## src/verilog/wlte_regs.vh

```
// Register offsets, field positions, codes and reset values of the trigger evaluator
`ifndef WLTE_REGS_VH
`define WLTE_REGS_VH

// Byte offsets on the register bus, one aligned 32-bit word each
`define WLTE_OFS_CTRL 5'h00
`define WLTE_OFS_LEVELS 5'h04
`define WLTE_OFS_LOGIC0 5'h08
`define WLTE_OFS_LOGIC1 5'h0c
`define WLTE_OFS_STATUS 5'h10
`define WLTE_OFS_MASK 5'h14
`define WLTE_OFS_STATE 5'h18

// Control register fields
`define WLTE_CTRL_ANA_EN 0
`define WLTE_CTRL_TYPE 1
`define WLTE_CTRL_COMB 2
`define WLTE_CTRL_CHSEL_LSB 4
`define WLTE_CTRL_CHSEL_MSB 5

// Trigger type and combining codes
`define WLTE_TYPE_WINDOW 1'b0
`define WLTE_TYPE_BISLOPE 1'b1
`define WLTE_COMB_OR 1'b0
`define WLTE_COMB_AND 1'b1

// Level register fields, signed percent in two's complement
`define WLTE_LVL_LO_LSB 0
`define WLTE_LVL_LO_MSB 7
`define WLTE_LVL_HI_LSB 8
`define WLTE_LVL_HI_MSB 15

// Logic slot register fields
`define WLTE_LOG_SRC_LSB 0
`define WLTE_LOG_SRC_MSB 1
`define WLTE_LOG_CARE_LSB 8
`define WLTE_LOG_CARE_MSB 15
`define WLTE_LOG_VAL_LSB 16
`define WLTE_LOG_VAL_MSB 23

// Packed slot register: source in [1:0], care mask in [9:2], required values in [17:10]
`define WLTE_SLOT_CARE_LSB 2
`define WLTE_SLOT_CARE_MSB 9
`define WLTE_SLOT_VAL_LSB 10
`define WLTE_SLOT_VAL_MSB 17

// Logic slot source codes
`define WLTE_SRC_OFF 2'h0
`define WLTE_SRC_FIRST 2'h1
`define WLTE_SRC_SECOND 2'h2

// Status and mask bit positions
`define WLTE_EV_TRIG 0
`define WLTE_EV_ORDER 1

// Level limits in percent
`define WLTE_LEVEL_MAX 8'h64
`define WLTE_LEVEL_MIN 8'h9c

// Reset values
`define WLTE_RST_CTRL 6'h00
`define WLTE_RST_LEVEL_LO 8'hce
`define WLTE_RST_LEVEL_HI 8'h32
`define WLTE_RST_LOGIC 18'h00000
`define WLTE_RST_EVENTS 2'h0

`endif

```

## src/verilog/wlte_sync2.v

```verilog
// Two-stage synchroniser for one eight-bit logic input port
`timescale 1ns/1ps
module wlte_sync2 (
    input wire clk_i,
    input wire sys_rst_i,
    input wire [7:0] async_i,
    output reg [7:0] sync_o
);
    reg [7:0] meta; // First stage, read only by the second stage

    // Pins change at any time, so two flops stand before any logic
    always @(posedge clk_i) begin
        if (sys_rst_i) begin
            meta <= 8'h00;
            sync_o <= 8'h00;
        end else begin
            meta <= async_i;
            sync_o <= meta;
        end
    end
endmodule // wlte_sync2

```

## src/verilog/wlte_level_cmp.v

```verilog
// Signed comparison of a channel value against one trigger level
`timescale 1ns/1ps
module wlte_level_cmp (
    input wire [7:0] value_i,
    input wire [7:0] level_i,
    output wire above_o,
    output wire below_o
);
    // Strict comparisons: a value equal to the level is neither
    assign above_o = $signed(value_i) > $signed(level_i);
    assign below_o = $signed(value_i) < $signed(level_i);
endmodule // wlte_level_cmp

```

## src/verilog/wlte_trigger.v

```verilog
// Window, bi-slope and logic pattern trigger evaluator with Avalon-MM registers
`timescale 1ns/1ps
`include "wlte_regs.vh"
module wlte_trigger (
    input wire clk_i,
    input wire sys_rst_i,
    // Register bus, Avalon-MM slave
    input wire [4:0] avs_address_i,
    input wire avs_read_i,
    input wire avs_write_i,
    input wire [31:0] avs_writedata_i,
    output reg [31:0] avs_readdata_o,
    output reg avs_waitrequest_o,
    // Sampled measurement channels, same clock domain
    input wire sample_en_i,
    input wire [7:0] ch0_value_i,
    input wire [7:0] ch1_value_i,
    input wire [7:0] ch2_value_i,
    input wire [7:0] ch3_value_i,
    // Logic input pins, asynchronous
    input wire [7:0] logic_port_first_i,
    input wire [7:0] logic_port_second_i,
    // Towards the capture controller
    output reg trig_pulse_o,
    output reg irq_o
);
    // Register map, one aligned word per offset:
    //   0x00 control: analog enable, trigger type, combining, channel select
    //   0x04 levels: lower in the low byte, upper in the next byte
    //   0x08 and 0x0c logic slots: source, care mask, required values
    //   0x10 status, write one to clear; 0x14 interrupt mask
    //   0x18 live state: last condition and both synchronised ports
    //   Unmapped offsets read zero and ignore writes
    // Slots are held packed without the unused bits between source and mask,
    // so the slot functions use the packed positions, not the bus positions.
    // Configuration registers
    reg [5:0] ctrl; // Analog enable, type, combining, channel select
    reg [7:0] level_lo; // Lower level, signed percent
    reg [7:0] level_hi; // Upper level, signed percent
    reg [17:0] logic0; // Slot 0: source, care mask, required values
    reg [17:0] logic1; // Slot 1: same layout
    reg [1:0] status; // Sticky events
    reg [1:0] mask; // Interrupt enables

    // Evaluation state
    // Cleared by reset only; a configuration change keeps the history
    reg cond_q; // Combined condition at the last sample
    reg prev_valid; // A previous sample exists for edge detection
    reg prev_below_lo; // Last sample was below the lower level
    reg prev_above_hi; // Last sample was above the upper level

    // Synchronised logic port bits
    // Only the second synchroniser stage is visible here
    wire [7:0] first_port_bits;
    wire [7:0] second_port_bits;

    // Decoded control fields
    // Bit 3 of the control word is stored and read back but has no function
    wire ana_en = ctrl[`WLTE_CTRL_ANA_EN];
    wire trig_type = ctrl[`WLTE_CTRL_TYPE];
    wire comb_and = ctrl[`WLTE_CTRL_COMB];
    wire [1:0] ch_sel = ctrl[`WLTE_CTRL_CHSEL_MSB:`WLTE_CTRL_CHSEL_LSB];

    // Bus decode; a write lands on the edge where the master sees the stall end
    wire bus_req = avs_read_i | avs_write_i;
    // Reads need no strobe: the data were loaded one edge before they are taken
    wire wr_done = avs_write_i & ~avs_waitrequest_o;

    // Clamp a written level into the allowed percent range
    // Saturating rather than rejecting keeps a wild write usable as a full-scale level
    function [7:0] clamp_level;
        input [7:0] raw;
        begin
            if ($signed(raw) > $signed(`WLTE_LEVEL_MAX)) begin
                clamp_level = `WLTE_LEVEL_MAX;
            end else if ($signed(raw) < $signed(`WLTE_LEVEL_MIN)) begin
                clamp_level = `WLTE_LEVEL_MIN;
            end else begin
                clamp_level = raw;
            end
        end
    endfunction

    // Whether a slot takes part in the trigger at all
    function slot_enabled;
        input [17:0] slot;
        reg [1:0] src;
        begin
            src = slot[`WLTE_LOG_SRC_MSB:`WLTE_LOG_SRC_LSB];
            // The unused source code behaves as disabled
            slot_enabled = (src == `WLTE_SRC_FIRST) || (src == `WLTE_SRC_SECOND);
        end
    endfunction

    // Pattern match of one logic slot against its selected port
    function slot_match;
        input [17:0] slot;
        input [7:0] p_first;
        input [7:0] p_second;
        input all_mode;
        reg [7:0] bits;
        reg [7:0] care;
        reg [7:0] sat;
        begin
            // Packed positions: the slot register drops the unused bus bits
            care = slot[`WLTE_SLOT_CARE_MSB:`WLTE_SLOT_CARE_LSB];
            // Port chosen by the slot source
            if (slot[`WLTE_LOG_SRC_MSB:`WLTE_LOG_SRC_LSB] == `WLTE_SRC_SECOND) begin
                bits = p_second;
            end else begin
                bits = p_first;
            end
            // A cared bit is met when it equals its required value
            sat = ~(bits ^ slot[`WLTE_SLOT_VAL_MSB:`WLTE_SLOT_VAL_LSB]) & care;
            if (all_mode) begin
                // Don't-care bits count as met
                slot_match = &(sat | ~care);
            end else begin
                // Don't-care bits can never fire the trigger
                slot_match = |sat;
            end
        end
    endfunction

    // Pins cross into the clock domain before anything reads them
    // The two flops cost two cycles of latency on the logic ports; a pattern
    // must stand that long before a sample to be seen.
    wlte_sync2 u_sync_first (
        .clk_i(clk_i),
        .sys_rst_i(sys_rst_i),
        .async_i(logic_port_first_i),
        .sync_o(first_port_bits)
    );

    wlte_sync2 u_sync_second (
        .clk_i(clk_i),
        .sys_rst_i(sys_rst_i),
        .async_i(logic_port_second_i),
        .sync_o(second_port_bits)
    );

    // Analog source selection
    // The channels come from the same clock domain, so no synchroniser here
    reg [7:0] ch_value;
    always @* begin
        case (ch_sel)
            2'h0: ch_value = ch0_value_i;
            2'h1: ch_value = ch1_value_i;
            2'h2: ch_value = ch2_value_i;
            2'h3: ch_value = ch3_value_i;
            default: ch_value = ch0_value_i;
        endcase
    end

    // Comparators against both levels
    // Both comparisons are strict, so a value sitting on a level never counts
    wire above_lo;
    wire below_lo;
    wire above_hi;
    wire below_hi;

    wlte_level_cmp u_cmp_lo (
        .value_i(ch_value),
        .level_i(level_lo),
        .above_o(above_lo),
        .below_o(below_lo)
    );

    wlte_level_cmp u_cmp_hi (
        .value_i(ch_value),
        .level_i(level_hi),
        .above_o(above_hi),
        .below_o(below_hi)
    );

    // Analog condition of the selected channel
    // Bi-slope falls through the lower level and rises through the upper one;
    // the first sample after reset only primes the history, it cannot fire.
    reg ana_res;
    always @* begin
        ana_res = 1'b0;
        if (trig_type == `WLTE_TYPE_BISLOPE) begin
            // Combining flag is ignored: either crossing fires
            ana_res = prev_valid &
                ((~prev_below_lo & below_lo) | (~prev_above_hi & above_hi));
        end else if (comb_and) begin
            // Inside the window
            ana_res = above_lo & below_hi;
        end else begin
            // Outside the window
            ana_res = below_lo | above_hi;
        end
    end

    // Which conditions take part; logic slots only in window type
    // Term 0 is the analog channel, terms 1 and 2 the two logic slots
    wire is_window = (trig_type == `WLTE_TYPE_WINDOW);
    wire [2:0] cond_en = {slot_enabled(logic1) & is_window,
                          slot_enabled(logic0) & is_window,
                          ana_en};
    wire [2:0] cond_res = {slot_match(logic1, first_port_bits, second_port_bits, comb_and),
                           slot_match(logic0, first_port_bits, second_port_bits, comb_and),
                           ana_res};

    // Combine enabled conditions; bi-slope has only its analog term
    // With nothing enabled the AND form would be vacuously true, hence the guard
    reg next_cond;
    always @* begin
        if (comb_and && is_window) begin
            // Needs at least one enabled term; one term gives the same as OR
            next_cond = (|cond_en) & (&(cond_res | ~cond_en));
        end else begin
            next_cond = |(cond_res & cond_en);
        end
    end

    // Sample-rate evaluation and rising-edge trigger pulse
    // Between samples every piece of history holds, so a slow sample rate
    // sees exactly the same edges as a fast one.
    always @(posedge clk_i) begin
        if (sys_rst_i) begin
            cond_q <= 1'b0;
            prev_valid <= 1'b0;
            prev_below_lo <= 1'b0;
            prev_above_hi <= 1'b0;
            trig_pulse_o <= 1'b0;
        end else begin
            trig_pulse_o <= 1'b0;
            if (sample_en_i) begin
                // Pulse only when the condition goes from false to true
                trig_pulse_o <= next_cond & ~cond_q;
                cond_q <= next_cond;
                prev_valid <= 1'b1;
                prev_below_lo <= below_lo;
                prev_above_hi <= above_hi;
            end
        end
    end

    // Event sources for the sticky status
    // The trigger event is the same term that raises the pulse
    wire ev_trig = sample_en_i & next_cond & ~cond_q;
    // A level write leaving the window empty is flagged, not corrected
    wire lvl_wr = wr_done && (avs_address_i == `WLTE_OFS_LEVELS);
    wire [7:0] wr_lo = clamp_level(avs_writedata_i[`WLTE_LVL_LO_MSB:`WLTE_LVL_LO_LSB]);
    wire [7:0] wr_hi = clamp_level(avs_writedata_i[`WLTE_LVL_HI_MSB:`WLTE_LVL_HI_LSB]);
    wire ev_order = lvl_wr & ~($signed(wr_lo) < $signed(wr_hi));
    wire [1:0] ev_vec = {ev_order, ev_trig};

    // Register writes
    // Status is written in its own process, so only the clear path reaches it
    always @(posedge clk_i) begin
        if (sys_rst_i) begin
            ctrl <= `WLTE_RST_CTRL;
            level_lo <= `WLTE_RST_LEVEL_LO;
            level_hi <= `WLTE_RST_LEVEL_HI;
            logic0 <= `WLTE_RST_LOGIC;
            logic1 <= `WLTE_RST_LOGIC;
            mask <= `WLTE_RST_EVENTS;
        end else if (wr_done) begin
            case (avs_address_i)
                `WLTE_OFS_CTRL: ctrl <= avs_writedata_i[5:0];
                `WLTE_OFS_LEVELS: begin
                    // Levels saturate to the percent range
                    level_lo <= wr_lo;
                    level_hi <= wr_hi;
                end
                `WLTE_OFS_LOGIC0: logic0 <= {avs_writedata_i[23:8], avs_writedata_i[1:0]};
                `WLTE_OFS_LOGIC1: logic1 <= {avs_writedata_i[23:8], avs_writedata_i[1:0]};
                `WLTE_OFS_MASK: mask <= avs_writedata_i[1:0];
                default: begin
                    // Unmapped or read-only offsets ignore writes
                end
            endcase
        end
    end

    // Sticky status: a new event wins over a write-one clear
    // Losing an event to a clear in the same cycle would hide a trigger from software
    wire status_wr = wr_done && (avs_address_i == `WLTE_OFS_STATUS);
    wire [1:0] clr_vec = status_wr ? avs_writedata_i[1:0] : 2'h0;
    always @(posedge clk_i) begin
        if (sys_rst_i) begin
            status <= `WLTE_RST_EVENTS;
            irq_o <= 1'b0;
        end else begin
            status <= (status & ~clr_vec) | ev_vec;
            // Interrupt follows the stored status one cycle later
            irq_o <= |(status & mask);
        end
    end

    // Read multiplexer
    // Unused bits read as zero, except control bit 3, which reads back as written
    reg [31:0] rd_mux;
    always @* begin
        case (avs_address_i)
            `WLTE_OFS_CTRL: rd_mux = {26'h0000000, ctrl};
            `WLTE_OFS_LEVELS: rd_mux = {16'h0000, level_hi, level_lo};
            `WLTE_OFS_LOGIC0: rd_mux = {8'h00, logic0[17:2], 6'h00, logic0[1:0]};
            `WLTE_OFS_LOGIC1: rd_mux = {8'h00, logic1[17:2], 6'h00, logic1[1:0]};
            `WLTE_OFS_STATUS: rd_mux = {30'h00000000, status};
            `WLTE_OFS_MASK: rd_mux = {30'h00000000, mask};
            // Live view of the condition and the port bits
            `WLTE_OFS_STATE: rd_mux = {8'h00, second_port_bits, first_port_bits, 7'h00, cond_q};
            default: rd_mux = 32'h00000000;
        endcase
    end

    // Bus handshake: every access completes on the second edge it is held
    // One fixed stall cycle lets read data come from a flop; the price is
    // two clocks per access even for back-to-back transfers.
    always @(posedge clk_i) begin
        if (sys_rst_i) begin
            avs_waitrequest_o <= 1'b1;
            avs_readdata_o <= 32'h00000000;
        end else if (bus_req && avs_waitrequest_o) begin
            avs_waitrequest_o <= 1'b0;
            if (avs_read_i) begin
                avs_readdata_o <= rd_mux;
            end
        end else begin
            // Back to stalling after each completed access
            avs_waitrequest_o <= 1'b1;
        end
    end
endmodule // wlte_trigger

```

## config.mk

```make
export PLATFORM = sky130hd
export DESIGN_NAME = wlte_trigger
export DESIGN_NICKNAME = d
export VERILOG_FILES = /design/src/verilog/wlte_sync2.v /design/src/verilog/wlte_level_cmp.v /design/src/verilog/wlte_trigger.v
export VERILOG_INCLUDE_DIRS = /design/src /design/src/verilog
export SDC_FILE = /design/constraint.sdc
export NUM_CORES = 1
export LEC_CHECK = 0
export ABC_AREA = 1
export BUFFER_PORTS_ARGS = -buffer_cell sky130_fd_sc_hd__buf_2
export CAP_MARGIN = 15
export CELL_PAD_IN_SITES_DETAIL_PLACEMENT = 0
export CELL_PAD_IN_SITES_GLOBAL_PLACEMENT = 1
export CORE_MARGIN = 1.5
export CORE_UTILIZATION = 41
export CTS_BUF_LIST = sky130_fd_sc_hd__clkbuf_4
export CTS_CLUSTER_SIZE = 20
export DETAILED_ROUTE_END_ITERATION = 12
export PLACE_DENSITY = 0.87
export SYNTH_ARGS = -nofsm -noshare
export SYNTH_HDL_FRONTEND = slang
export SYNTH_SLANG_ARGS = --single-unit
```

## constraint.sdc

```tcl
create_clock -name clk_i -period 2.9 [get_ports clk_i]
set_input_delay 0.435 -clock clk_i [delete_from_list [all_inputs] [get_ports clk_i]]
set_output_delay 0.435 -clock clk_i [all_outputs]
set_load 0.02 [all_outputs]
```

### Word-level counts from Yosys, hierarchy flattened

Cells that the tools add are included.

| storage, ports and cells | value |
|---|---|
| RAM bits | 0 |
| word-level logic and storage cells | 118 |
| bits in registers | 133 |
| bits of input ports | 90 |
| bits in latches | 0 |
| bits in read-only memories | 0 |
| memories | 0 |

| operators by class | value |
|---|---|
| magnitude comparators | 9 |
| multiply operators | 0 |
| reductions and logical operators | 23 |
| equality and inequality tests | 13 |
| div/mod/pow operators | 0 |
| add/subtract/negate cells | 0 |
| bitwise gates (word level) | 39 |
| shifts and indexed selects | 0 |
| muxes and demuxes | 15 |

Operator list:

| operator | count |
|---|---|
| case mux 24 bit (7 select lines) | 1 |
| 2-to-1 mux 8 bit | 6 |
| inverter 8 bit | 4 |
| case mux 8 bit (4 select lines) | 1 |
| < comparator 8 bit | 3 |
| AND 8 bit | 2 |
| > comparator 8 bit | 2 |
| > comparator 8 bit (second input constant) | 2 |
| < comparator 8 bit (second input constant) | 2 |
| bitwise OR 8 bit | 2 |
| AND reduction 8 bit | 2 |
| OR reduction 8 bit | 2 |
| XOR 8 bit | 2 |
| equality test 5 bit (second input constant) | 3 |
| AND 1 bit | 12 |
| AND reduction 2 bit | 6 |
| equality test 5 x 4 -> 1 bit (second input constant) | 2 |
| equality test 2 bit (second input constant) | 4 |
| inverter 1 bit | 7 |
| equality test 2 x 1 -> 1 bit (second input constant) | 3 |
| 2-to-1 mux 1 bit | 6 |
| OR reduction 3 bit | 2 |
| equality test 5 x 3 -> 1 bit (second input constant) | 1 |
| zero test 5 bit | 1 |
| other kinds (13) | 21 |

### Depth between registers and ports, before layout

Gate-level depths: netlist of run 1.

| depth | value |
|---|---|
| depth after elaboration | 15 |
| mapped depth | 21 |

### Modules after synthesis

From an unflattened synthesis of run 1, not the netlist that was laid out.

| second synthesis, totals | value |
|---|---|
| cell total of the unflattened synthesis | 944 |
| area, all modules | 6482.5 um2 |

By module, submodules not included:

| module | times used | cells an instance | seq. area each (um2) | area an instance (um2) |
|---|---|---|---|---|
| wlte_trigger | 1 | 762 | 1861.8 | 5053.6 |
| wlte_sync2 | 2 | 50 | 320.3 | 474.2 |
| wlte_level_cmp | 2 | 41 | 0.0 | 240.2 |

### Worst setup path after synthesis of run 1

Ideal clock, no wire load.

| timing | value |
|---|---|
| kind | register to register |
| start point | register ctrl[5] |
| end point | register cond_q |
| clock period less this slack | 2.453 ns |
| stages on the path, launching flop included | 20 |
| slack | 0.447 ns |
| path buffers | 0 |
| data arrival time | 2.322 ns |
| cell sequence | dfxtp_1 clkinv_1 nor2_1 a221oi_1 nand2_1 o21ai_0 inv_1 ha_1 a21oi_1 nor2_1 nor2_1 nand2_1 nand2_1 nand2_1 a21oi_1 nand3_1 nand2_1 nand3_1 nand2_2 a21oi_2 |

| between the ends | value |
|---|---|
| cells in the longest elaborated chain, start to end | 11 |
| elaborated cells between the ends (all ways) | 23 |
| classes of those cells | order compare (4); eq/ne (3); mux (4); bitwise (9); reduce/logical (3) |

RTL lines:

| item | line | RTL |
|---|---|---|
| start: declaration | wlte_trigger.v:37 | `reg [5:0] ctrl;` |
| start signal: assignment | wlte_trigger.v:254 | `` ctrl <= `WLTE_RST_CTRL; `` |
| start signal: assignment | wlte_trigger.v:262 | `` `WLTE_OFS_CTRL: ctrl <= avs_writedata_i[5:0]; `` |
| equality test 2 bit, or another cell as far along | wlte_trigger.v:146 | `case (ch_sel)` |
| case mux 8 bit (4 select lines) * | wlte_trigger.v:146 |  |
| < comparator 8 bit or > comparator 8 bit (tied branches) | wlte_level_cmp.v:11, wlte_level_cmp.v:10 |  |
| AND 1 bit | wlte_trigger.v:185 | `((~prev_below_lo & below_lo) \| (~prev_above_hi & above_hi));` |
| bitwise OR 1 bit | wlte_trigger.v:185 |  |
| AND 1 bit | wlte_trigger.v:184 | `ana_res = prev_valid &` |
| 2-to-1 mux 1 bit * | wlte_trigger.v:182 | `` if (trig_type == `WLTE_TYPE_BISLOPE) begin `` |
| bitwise OR 3 bit | wlte_trigger.v:211 | `next_cond = (\|cond_en) & (&(cond_res \| ~cond_en));` |
| AND reduction 3 bit | wlte_trigger.v:211 |  |
| AND 1 bit | wlte_trigger.v:211 |  |
| 2-to-1 mux 1 bit * | wlte_trigger.v:209 | `if (comb_and && is_window) begin` |
| end signal: assignment | wlte_trigger.v:232 | `cond_q <= next_cond;` |
| end: declaration | wlte_trigger.v:47 | `reg cond_q;` |

Mark *: on every way between the ends. The rest lies on a longest branch, timed or not.
A chain may end at the register's enable or synchronous reset.

### Worst setup path after layout of run 1

Ends and elaborated chain as after synthesis.

==> flow_metrics.py, run 1 <==
metrics = {
    "status": {
        "outcome": "finished clean",
    },
    "logic_synthesis": {
        "synth_cell_types": 44,
        "yosys-top-cells-area": "dfxtp_1 (38%), nand2_1 (13%), inv_1 (8.0%), a21oi_1 (7.3%), o21ai_0 (6.6%)",
        "syn_inst": 970,
        "synth_top_flop_cell": "dfxtp_1",
        "ys_seq_elements": 125,
        "avgSynthCellArea_um2": 6.75,
        "ys.warnings.count": 0,
        "synth_area_mm2": 0.00655,
        "ys_async_sr_fraction_pct": 0,
        "synth_edf_count": 0,
        "seq_area_frac_synth_pct": 38.2,
        "synth_top_cell_by_area": "dfxtp_1",
        "netlist.area_leader.share_pct": 38.2,
    },
    "timing": {
        "period_minus_slack_ns": 2.63,
        "rsz0062_at_grt": "no",
        "setup_viol": 0,
        "fin_setup_tns_ns": 0,
        "fin_skew_ns": 0.0195,
        "slew_violations": 0,
        "worstMarginPinSlew_ns": 0.719,
        "finalCritPeriodShare_pct": 90.7,
        "slew-limit-headroom_pct": 52.0,
        "hold_violations": 0,
        "fmax_mhz": 380,
    },
    "min_path": {
        "hp-class": "in2reg",
        "min_path_cells": 3,
    },
    "cts": {
        "numCtsBuffers": 17,
        "cts_tree": "yes",
        "path_clk_slew_ns": 0.10,
        "h-tree-depth": 4,
        "cts-root-buf": "clkbuf_4",
        "ctsHoldBuffers": 0,
        "cts_max_path_buffers": 2,
        "insertion_delay_ns": 0.54,
        "cts_sinks": 125,
    },
    "global_routing": {
        "grtUsageTotal_pct": 23.3,
        "grt_pass1_wl_um": 29900,
        "first_global_vias": 5784,
        "grt_remaining_overflow": 0,
        "antenna_found_initial": 1,
        "grt_max_degree": 64,
    },
    "final_layout": {
        "utilization_pct": 47.8,
        "syn2layout_area_growth_pct": 14.6,
        "layout_common_cells": "nand2_1 (231), inv_1 (139), dfxtp_1 (123)",
        "nNetsFinal": 1196,
        "final_common_cell": "nand2_1",
        "fillerInstances": 1674,
        "drive_gt1_share_pct": 15.9,
    },
    "floorplanning": {
        "row_count": 46,
        "die_height_um": 129,
        "core_area_mm2": 0.0157,
        "die_w_um": 129,
        "io-pin-count": 125,
        "die_area_mm2": 0.0167,
        "start_util_pct": 41.7,
    },
    "setup_path": {
        "cp.arrival_ns": 3.04,
        "cp_max_fo": 8,
        "rr_worst_depth": 19,
        "startpoint_type": "flip-flop",
        "crit_required_ns": 3.31,
        "worst_setup_path_end_kind": "flip-flop",
        "path_class": "reg2reg",
    },
    "detailed_routing": {
        "avgRoutedWirePerCell_um": 14.5,
        "vias_per_cell": 5.03,
        "num_vias": 6562,
        "ant_nets": 0,
        "totalWireLength_um": 18900,
        "drc": 0,
        "drtPass1Iterations": 7,
        "drt_iter0_markers": 642,
    },
    "power": {
        "peakVddDrop_mv": 0.235,
        "p_per_area_mw_per_mm2": 408,
        "leakagePower_nw": 3.55,
    },
    "run": {
        "maxCapViolations": 0,
    },
    "placed_design": {
        "place.gp.congestion": 0.856,
        "hpwl_um": 14300,
        "io_buffers": 108,
    },
}
==> stage by stage <==
step | total power [mW] | setup WS [ns] | instances | hold slack [ns] | cell area [µm²]
6_report | 3.06 | 0.269 | 1304 | 0.0996 | 7510
5_1_grt | 3.23 | 0.0128 | 1304 | 0.0548 | 7510
4_1_cts | 3.10 | 0.135 | 1303 | 0.0581 | 7480
3_5_place_dp | 2.17 | 0.137 | 1276 | 0.394 | 7300
3_3_place_gp | 2.16 | 0.193 | 1276 | 0.390 | 7300
2_1_floorplan | 2.04 | 0.447 | 977 | 0.388 | 6570
==> state kept, by name, indices dropped and copies added, names as in the netlist, 2 cells and up <==
name	cells
avs_readdata_o	24
logic0	18
logic1	18
level_hi	8
level_lo	8
u_sync_first.meta	8
u_sync_first.sync_o	8
u_sync_second.meta	8
u_sync_second.sync_o	8
ctrl	6
mask	2
status	2
==> metal layers <==
| layer | vias to the layer above | part of all wire (%) | global-route usage, % |
|---|---|---|---|
| li1 | 3366 | - | - |
| met1 | 2963 | 49 | 34.3 |
| met2 | 217 | 43 | 35.2 |
| met3 | 16 | 7.1 | 4.21 |
| met4 | 0 | 0.88 | 5.62 |
| met5 | - | 0 | 0 |
==> worst paths after layout <==
kind | from | to | slack (ns)
hold reg to reg | u_sync_second.meta[7] | u_sync_second.sync_o[7] | 0.39
hold / removal | logic_port_first_i[4] | u_sync_first.meta[4] | 0.1
setup reg to reg | ctrl[5] | cond_q | 0.27
setup / recovery | ctrl[5] | cond_q | 0.27
==> power breakdown <==
| group | internal, mW | switching (mW) |
|---|---|---|
| Combinational | 0.134 | 0.237 |
| Clock | 0.340 | 0.591 |
| Sequential | 1.75 | 0.0163 |
==> cell usage after synthesis, types with 2 or more instances <==
cell type and n:
a22oi_1 2, o22ai_1 12, buf_4 10, inv_2 3
nand3_2 2, a21boi_0 2, buf_2 7, dfxtp_1 125
clkbuf_1 21, nor2_1 77, ha_1 27, nand3_1 66
nand4_1 3, nand3b_1 2, nand2_2 2, o21ai_0 86
buf_1 3, a31oi_1 2, o221ai_1 4, nand2_1 231
a221oi_1 9, inv_1 139, nor2_2 4, a21oi_1 95
o211ai_1 7, o2111ai_1 3, nor3_1 9
==> kinds of logic after synthesis <==
| logic type | Yosys count | share of synthesized area, % |
|---|---|---|
| buffers and inverters | 186 | 11.5 |
| adders and majority gates | 27 | 5.16 |
| other | 1 | 0.0573 |
| DFF | 125 | 38.2 |
| and+or+nand+nor | 400 | 25.4 |
| AOI/OAI and AO/OA | 231 | 19.6 |
==> cell type report <==
type | instances | area [µm²] | area share, %
flip-flops and latches | 125 | 2500 | 33.4
clock buffers | 21 | 158 | 2.10
multi-input cells | 666 | 3330 | 44.4
inverters | 144 | 543 | 7.23
diodes | 1 | 2.50 | 0.0333
repair buffers | 125 | 668 | 8.90
clock inverters | 6 | 26.3 | 0.350
well taps | 216 | 270 | 3.60
==> critical path, cell delays in order, from the launching register on <==
cell	delay (ns)
dfxtp_2	0.35
inv_2	0.07
nor2_1	0.04
buf_4	0.16
a221oi_2	0.22
nand2_1	0.06
o21ai_0	0.08
inv_1	0.10
ha_1	0.32
a21oi_1	0.16
o21a_1	0.16
nand2_1	0.06
nand2_1	0.05
nand2_1	0.11
a21oi_2	0.15
nand3_1	0.09
nand2_1	0.06
nand3_1	0.09
nand2_2	0.13
a21oi_2	0.06
==> repair_timing <==
action,CTS,global route
buffers inserted,0,0
resized for setup,0,6
endpoints found under the setup margin,0,3
endpoints found under the hold margin,0,0
Power figures use the tool's default switching activity.
==> inputs of run 2 (changes only) <==
- SYNTH_HIERARCHICAL: not set -> 1
==> run 2 against run 1 <==
Effect of this change:
- synthesized cell count down 2.7%
- flip-flop and latch count is the same
- sequential power barely moved
- non-clock buffer count decreased by 3
- synthesized area down 0.99%
==> flow_metrics.py, run 2 <==
metrics = {
    "status": {
        "outcome": "finished clean",
    },
    "detailed_routing": {
        "ant_nets": 0,
        "drtPass1Iterations": 5,
        "drc": 0,
        "avgRoutedWirePerCell_um": 14.2,
        "totalWireLength_um": 18100,
        "drt_iter0_markers": 499,
        "vias_per_cell": 4.86,
        "num_vias": 6204,
    },
    "setup_path": {
        "critical_path.slowest_cell": "dfxtp_4",
        "rr_worst_depth": 22,
        "path_class": "reg2reg",
        "cp_max_fo": 8,
        "critPathMaxStageDelay_ns": 0.42,
        "crit_required_ns": 3.40,
        "cp.arrival_ns": 3.19,
        "worst_setup_path_end_kind": "flip-flop",
        "path_common_cell": "nand2_1",
        "path_cells": "inv_4 > nor2_4 > nand2_1 > nand4_1 > ha_1 > nand2_2 > inv_1 > nand2_1 > nand2_1 > nand2_1 > nand2_1 > nand2_1 > nand2_2 > nor2_2 > nand2_1 > nand2_1 > o31ai_2 > a211oi_2 > nor2_1 > nor2_1 > nand4_1 > inv_1",
        "startpoint_type": "flip-flop",
    },
    "cts": {
        "ctsHoldBuffers": 0,
        "h-tree-depth": 4,
        "insertion_delay_ns": 0.56,
        "cts_tree": "yes",
        "numCtsBuffers": 17,
        "cts-root-buf": "clkbuf_4",
        "cts_max_path_buffers": 2,
        "cts_sinks": 125,
        "path_clk_slew_ns": 0.12,
    },
    "global_routing": {
        "grt_remaining_overflow": 0,
        "first_global_vias": 5526,
        "grt_max_degree": 66,
        "grtUsageTotal_pct": 22.4,
        "grt_pass1_wl_um": 28300,
        "antenna_found_initial": 1,
    },
    "timing": {
        "rsz0062_at_grt": "yes",
        "slew_violations": 0,
        "period_minus_slack_ns": 2.69,
        "fin_skew_ns": 0.0150,
        "slew-limit-headroom_pct": 51.7,
        "worstMarginPinSlew_ns": 0.724,
        "finalCritPeriodShare_pct": 92.8,
        "setup_viol": 0,
        "hold_violations": 0,
        "fmax_mhz": 372,
        "layout_setup_ws_ns": 0.209,
    },
    "floorplanning": {
        "die_area_mm2": 0.0166,
        "start_util_pct": 42.3,
        "io-pin-count": 125,
        "die_height_um": 129,
        "row_count": 45,
        "die_w_um": 129,
        "core_area_mm2": 0.0153,
    },
    "power": {
        "peakVddDrop_mv": 0.301,
        "leakagePower_nw": 3.50,
        "p_per_area_mw_per_mm2": 450,
        "p_total_mw": 3.41,
    },
    "placed_design": {
        "io_buffers": 108,
        "place_area_mm2": 0.00718,
        "dpl.cell_count": 1243,
        "place_ws_ns": -0.0318,
        "hpwl_um": 13700,
        "place.gp.congestion": 0.897,
    },
    "logic_synthesis": {
        "synth_area_mm2": 0.00648,
        "synth_cell_types": 39,
        "ys_top_cells_by_count": "nand2_1 (233), inv_1 (142), dfxtp_1 (125), o21ai_0 (93), a21oi_1 (91)",
        "netlist.area_leader.share_pct": 38.6,
        "ys_seq_elements": 125,
        "yosysMostFrequentCell": "nand2_1",
        "seq_area_frac_synth_pct": 38.6,
        "synth_top_flop_cell": "dfxtp_1",
        "avgSynthCellArea_um2": 6.87,
        "syn_inst": 944,
        "synth_top_cell_by_area": "dfxtp_1",
        "ys_async_sr_fraction_pct": 0,
        "ys.warnings.count": 6,
        "synth_edf_count": 0,
        "yosys-top-cells-area": "dfxtp_1 (39%), nand2_1 (13%), inv_1 (8.2%), o21ai_0 (7.2%), a21oi_1 (7.0%)",
    },
    "final_layout": {
        "nNetsFinal": 1170,
        "syn2layout_area_growth_pct": 16.9,
        "final_common_cell": "nand2_1",
        "drive_gt1_share_pct": 18.7,
        "layout_common_cells": "nand2_1 (229), inv_1 (137), dfxtp_1 (123)",
        "final_area_mm2": 0.00758,
        "largest_reg_flops": 24,
        "utilization_pct": 49.5,
        "largest-register": "avs_readdata_o",
        "final_cells": 1277,
        "top_regs": "avs_readdata_o: 24 flops, logic0: 18 flops, logic1: 18 flops",
    },
    "min_path": {
        "hp-class": "in2reg",
        "min_path_cells": 3,
    },
    "run": {
        "maxCapViolations": 0,
    },
}
[run 2: path summary, 6_finish.rpt]
kind                                        startpoint                       to  slack, ns
worst max-delay path                           ctrl[4]             trig_pulse_o       0.21
worst min-delay path            logic_port_second_i[1]    u_sync_second/meta[1]       0.06
worst max register to register                 ctrl[4]             trig_pulse_o       0.21
worst min register to register   u_sync_second/meta[0]  u_sync_second/sync_o[0]       0.40
[run 2: logic make-up after synthesis]
family | count (synthesis) | share of synthesized area (%)
simple gates | 372 | 23.4
other cells | 1 | 0.0578
compound gates | 216 | 18.2
xor+xnor | 18 | 2.43
buf+inv | 184 | 12.0
fa+ha+maj | 28 | 5.40
flops | 125 | 38.6
[run 2: final cells by class]
class / instances / area [µm²]
fill: 1663 / 7740
inverter: 144 / 546
antenna: 1 / 2.50
sequential: 125 / 2510
clock buffer: 18 / 135
tap: 211 / 264
multi-input combinational: 642 / 3310
timing repair buffer: 122 / 646
clock inverter: 14 / 159
[run 2: stage by stage]
stage | hold WS [ns] | setup TNS [ns]
2_1_floorplan | 0.388 | 0
3_3_place_gp | 0.391 | -0.0190
6_report | 0.0643 | 0
4_1_cts | 0.0238 | 0
3_5_place_dp | 0.392 | -0.0584
5_1_grt | 0.0219 | -0.174
[run 2: power breakdown]
group	switching [mW]	total [mW]	internal, mW
logic	0.242	0.385	0.143
registers	0.0160	1.76	1.74
clock network	0.725	1.26	0.536
total	0.983	3.41	2.42
[run 2: layer usage]
layer / vias up / global-route usage (%) / wire, µm
met3: 28 / 4.74 / 1120
met5: - / 0 / 0
li1: 3227 / - / -
met2: 184 / 33.2 / 7600
met1: 2765 / 32.3 / 9070
met4: 0 / 7.20 / 306
[run 2: timing repair]
item                       CTS  global route
resized for setup            1            30
buffers inserted             0             3
setup endpoints to repair    3             3
gates cloned                 0             0
pin swaps                    0            11
[run 2: critical path, delay by kind of cell, from the launching register on]
kind,cells,cell delay (ns)
flops,1,0.42
compound gates,2,0.31
fa+ha+maj,1,0.30
buf+inv,3,0.17
simple gates,16,1.46
==> inputs of run 3 (changes only) <==
- ABC_AREA: 1 -> not set
- CORE_UTILIZATION: 41 -> 43
- PLACE_DENSITY: 0.87 -> 0.86
==> run 3 against run 2 <==
Effect of this change:
- the run now ends with setup timing left
- global-route usage shrank 0.092 points
- cell area grew 4.3%
- critical path type unchanged
- largest power group unchanged
- via count shrank 5.7%
- power grew 3.0%
==> flow_metrics.py, run 3 <==
metrics = {
    "timing": {
        "rsz0062_at_grt": "yes",
        "setup_viol": 3,
        "slew_violations": 0,
        "slew-limit-headroom_pct": 50.3,
        "fmax_mhz": 338,
        "finalCritPeriodShare_pct": 102,
        "worstMarginPinSlew_ns": 0.746,
        "period_minus_slack_ns": 2.96,
        "layout_setup_ws_ns": -0.0611,
        "hold_violations": 0,
        "fin_skew_ns": 0.0182,
    },
    "global_routing": {
        "antenna_found_initial": 0,
        "grtUsageTotal_pct": 22.3,
        "grt_pass1_wl_um": 27800,
        "grt_max_degree": 47,
        "grt_remaining_overflow": 0,
        "first_global_vias": 5252,
    },
    "cts": {
        "ctsHoldBuffers": 0,
        "cts_tree": "yes",
        "cts_sinks": 125,
        "numCtsBuffers": 17,
        "cts_max_path_buffers": 2,
        "h-tree-depth": 4,
        "path_clk_slew_ns": 0.11,
        "insertion_delay_ns": 0.56,
        "cts-root-buf": "clkbuf_4",
    },
    "detailed_routing": {
        "wl_met1_um": 8660,
        "wl_met2_um": 7720,
        "num_vias": 5853,
        "avgRoutedWirePerCell_um": 16.3,
        "totalWireLength_um": 17800,
        "met3_length_um": 1120,
        "drc": 0,
        "drtPass1Iterations": 6,
        "drt_iter0_markers": 494,
        "top_layer": "met4",
        "vias_per_cell": 5.37,
        "ant_nets": 0,
    },
    "final_layout": {
        "top_regs": "avs_readdata_o: 24 flops, logic0: 18 flops, logic1: 18 flops",
        "largest_reg_flops": 24,
        "largest-register": "avs_readdata_o",
        "antenna_cells": 0,
        "fillerInstances": 1467,
        "utilization_pct": 52.2,
        "syn2layout_area_growth_pct": 18.8,
        "final_area_mm2": 0.00790,
        "drive_gt1_share_pct": 28.5,
        "nNetsFinal": 1006,
        "layout_common_cells": "nand2_1 (126), dfxtp_1 (124), buf_2 (107)",
        "final_common_cell": "nand2_1",
    },
    "logic_synthesis": {
        "synth_cell_types": 67,
        "synth_top_cell_by_area": "dfxtp_1",
        "ys_async_sr_fraction_pct": 0,
        "yosysMostFrequentCell": "nand2_1",
        "ys_top_cells_by_count": "nand2_1 (126), dfxtp_1 (125), a21oi_1 (74), nor2_1 (73), mux2i_1 (43)",
        "synth_edf_count": 0,
        "synth_top_flop_cell": "dfxtp_1",
        "synth_area_mm2": 0.00665,
        "yosys-top-cells-area": "dfxtp_1 (38%), nand2_1 (7.1%), mux2i_1 (6.5%), a21oi_1 (5.6%), ha_1 (5.3%)",
        "netlist.area_leader.share_pct": 37.7,
        "ys_seq_elements": 125,
        "syn_inst": 765,
        "ys.warnings.count": 6,
        "avgSynthCellArea_um2": 8.69,
        "seq_area_frac_synth_pct": 37.7,
    },
    "setup_path": {
        "path_class": "reg2reg",
        "path_common_cell": "a21oi_2",
        "critical_path.slowest_cell": "mux4_2",
        "cp_max_fo": 8,
        "worst_setup_path_end_kind": "flip-flop",
        "crit_required_ns": 3.34,
        "startpoint_type": "flip-flop",
        "cp.arrival_ns": 3.40,
        "path_cells": "buf_12 > mux4_2 > ha_1 > a21oi_1 > a21oi_2 > o21ba_4 > nor2b_4 > o21ai_2 > a21oi_2 > nor2_2 > buf_4 > o2111ai_2 > nand3_2 > o21ai_1",
        "timing.reg2reg.setup_slack_ns": -0.06,
        "critPathMaxStageDelay_ns": 0.52,
    },
    "floorplanning": {
        "die_w_um": 127,
        "io-pin-count": 125,
        "start_util_pct": 43.9,
        "core_area_mm2": 0.0151,
        "row_count": 45,
        "die_height_um": 127,
        "die_area_mm2": 0.0162,
    },
    "placed_design": {
        "io_buffers": 108,
        "place.gp.congestion": 0.964,
        "hpwl_um": 13700,
        "place_area_mm2": 0.00745,
    },
    "power": {
        "leakagePower_nw": 3.20,
        "p_clk_share_pct": 38.3,
        "internal-power_mw": 2.60,
        "pwr-share-seq_pct": 50.3,
        "swShare_pct": 25.9,
        "p_sw_mw": 0.908,
        "p_per_area_mw_per_mm2": 444,
        "peakVddDrop_mv": 0.236,
        "comb_power_share_pct": 11.4,
    },
    "status": {
        "violations": "setup timing",
        "outcome": "complete, but fails checks",
    },
    "min_path": {
        "hp-class": "in2reg",
    },
    "run": {
        "maxCapViolations": 0,
    },
}
-- run 3: changes by cell type after synthesis, sizes merged, moves of 12 or more --
cell,delta
nand2b,+12
inv,-110
nand2,-110
and2b,+12
nor2,-21
a21oi,-16
o21ai,-72
mux2i,+46
a22oi,+14
nor2b,+25
-- run 3: final timing paths --
check                               from                 endpoint  cells after the start
setup / recovery                 ctrl[4]                   cond_q                     14
hold / removal    logic_port_second_i[4]    u_sync_second/meta[4]                      2
setup reg to reg                 ctrl[4]                   cond_q                     14
hold reg to reg    u_sync_second/meta[3]  u_sync_second/sync_o[3]                      1
-- run 3: logic make-up after synthesis --
group / Yosys count / synth area share [%]
other cells: 1 / 0.0564
mux: 61 / 11.2
fa+ha+maj: 28 / 5.27
flops: 125 / 37.7
xor+xnor: 14 / 1.84
simple gates: 291 / 21.3
compound gates: 166 / 16.9
buf+inv: 79 / 5.74
-- run 3: timing repair --
action                                  in CTS  in global routing
resized for setup                           11                  8
buffers inserted                             3                  0
gates cloned                                 0                  0
pin swaps                                   10                 10
endpoints found under the setup margin       3                  3
-- run 3: worst max-delay path, delay by kind of cell, from the launching register on --
kind	cells	cell delay (ns)
flops	1	0.37
buf+inv	2	0.26
compound gates	7	0.95
fa+ha+maj	1	0.36
simple gates	3	0.39
mux	1	0.52
-- run 3: final cells by class --
class                      count  area (µm²)  share of cell area, %
clock buffer                  17         128                   1.62
sequential                   125        2500                   31.7
multi-input combinational    568        3890                   49.3
timing repair buffer         143         818                   10.4
tap                          188         235                   2.98
inverter                      33         124                   1.57
clock inverter                15         198                   2.50
-- run 3: power groups by stage --
stage          logic, mW  registers (mW)  clock network (mW)
5_1_grt            0.440            1.77                1.46
3_5_place_dp       0.386            1.80                   0
2_1_floorplan      0.248            1.80                   0
6_report           0.400            1.76                1.34
3_3_place_gp       0.381            1.80                   0
4_1_cts            0.395            1.76                1.38
-- run 3: through the flow --
stage / cells / worst slack [ns] / total power [mW] / setup TNS, ns / hold slack [ns]
2_1_floorplan: 772 / 0.0375 / 2.04 / 0 / 0.414
3_3_place_gp: 1054 / -0.0843 / 2.18 / -0.201 / 0.423
3_5_place_dp: 1054 / -0.159 / 2.19 / -0.404 / 0.426
4_1_cts: 1089 / -0.153 / 3.53 / -0.313 / 0.0485
5_1_grt: 1089 / -0.229 / 3.67 / -0.653 / 0.0596
6_report: 1089 / -0.0611 / 3.51 / -0.143 / 0.0849
-- run 3: metal layers --
layer / vias up / global-route usage [%]
li1: 2906 / -
met3: 29 / 4.31
met1: 2729 / 33.0
met5: - / 0
met2: 189 / 32.8
met4: 0 / 6.48
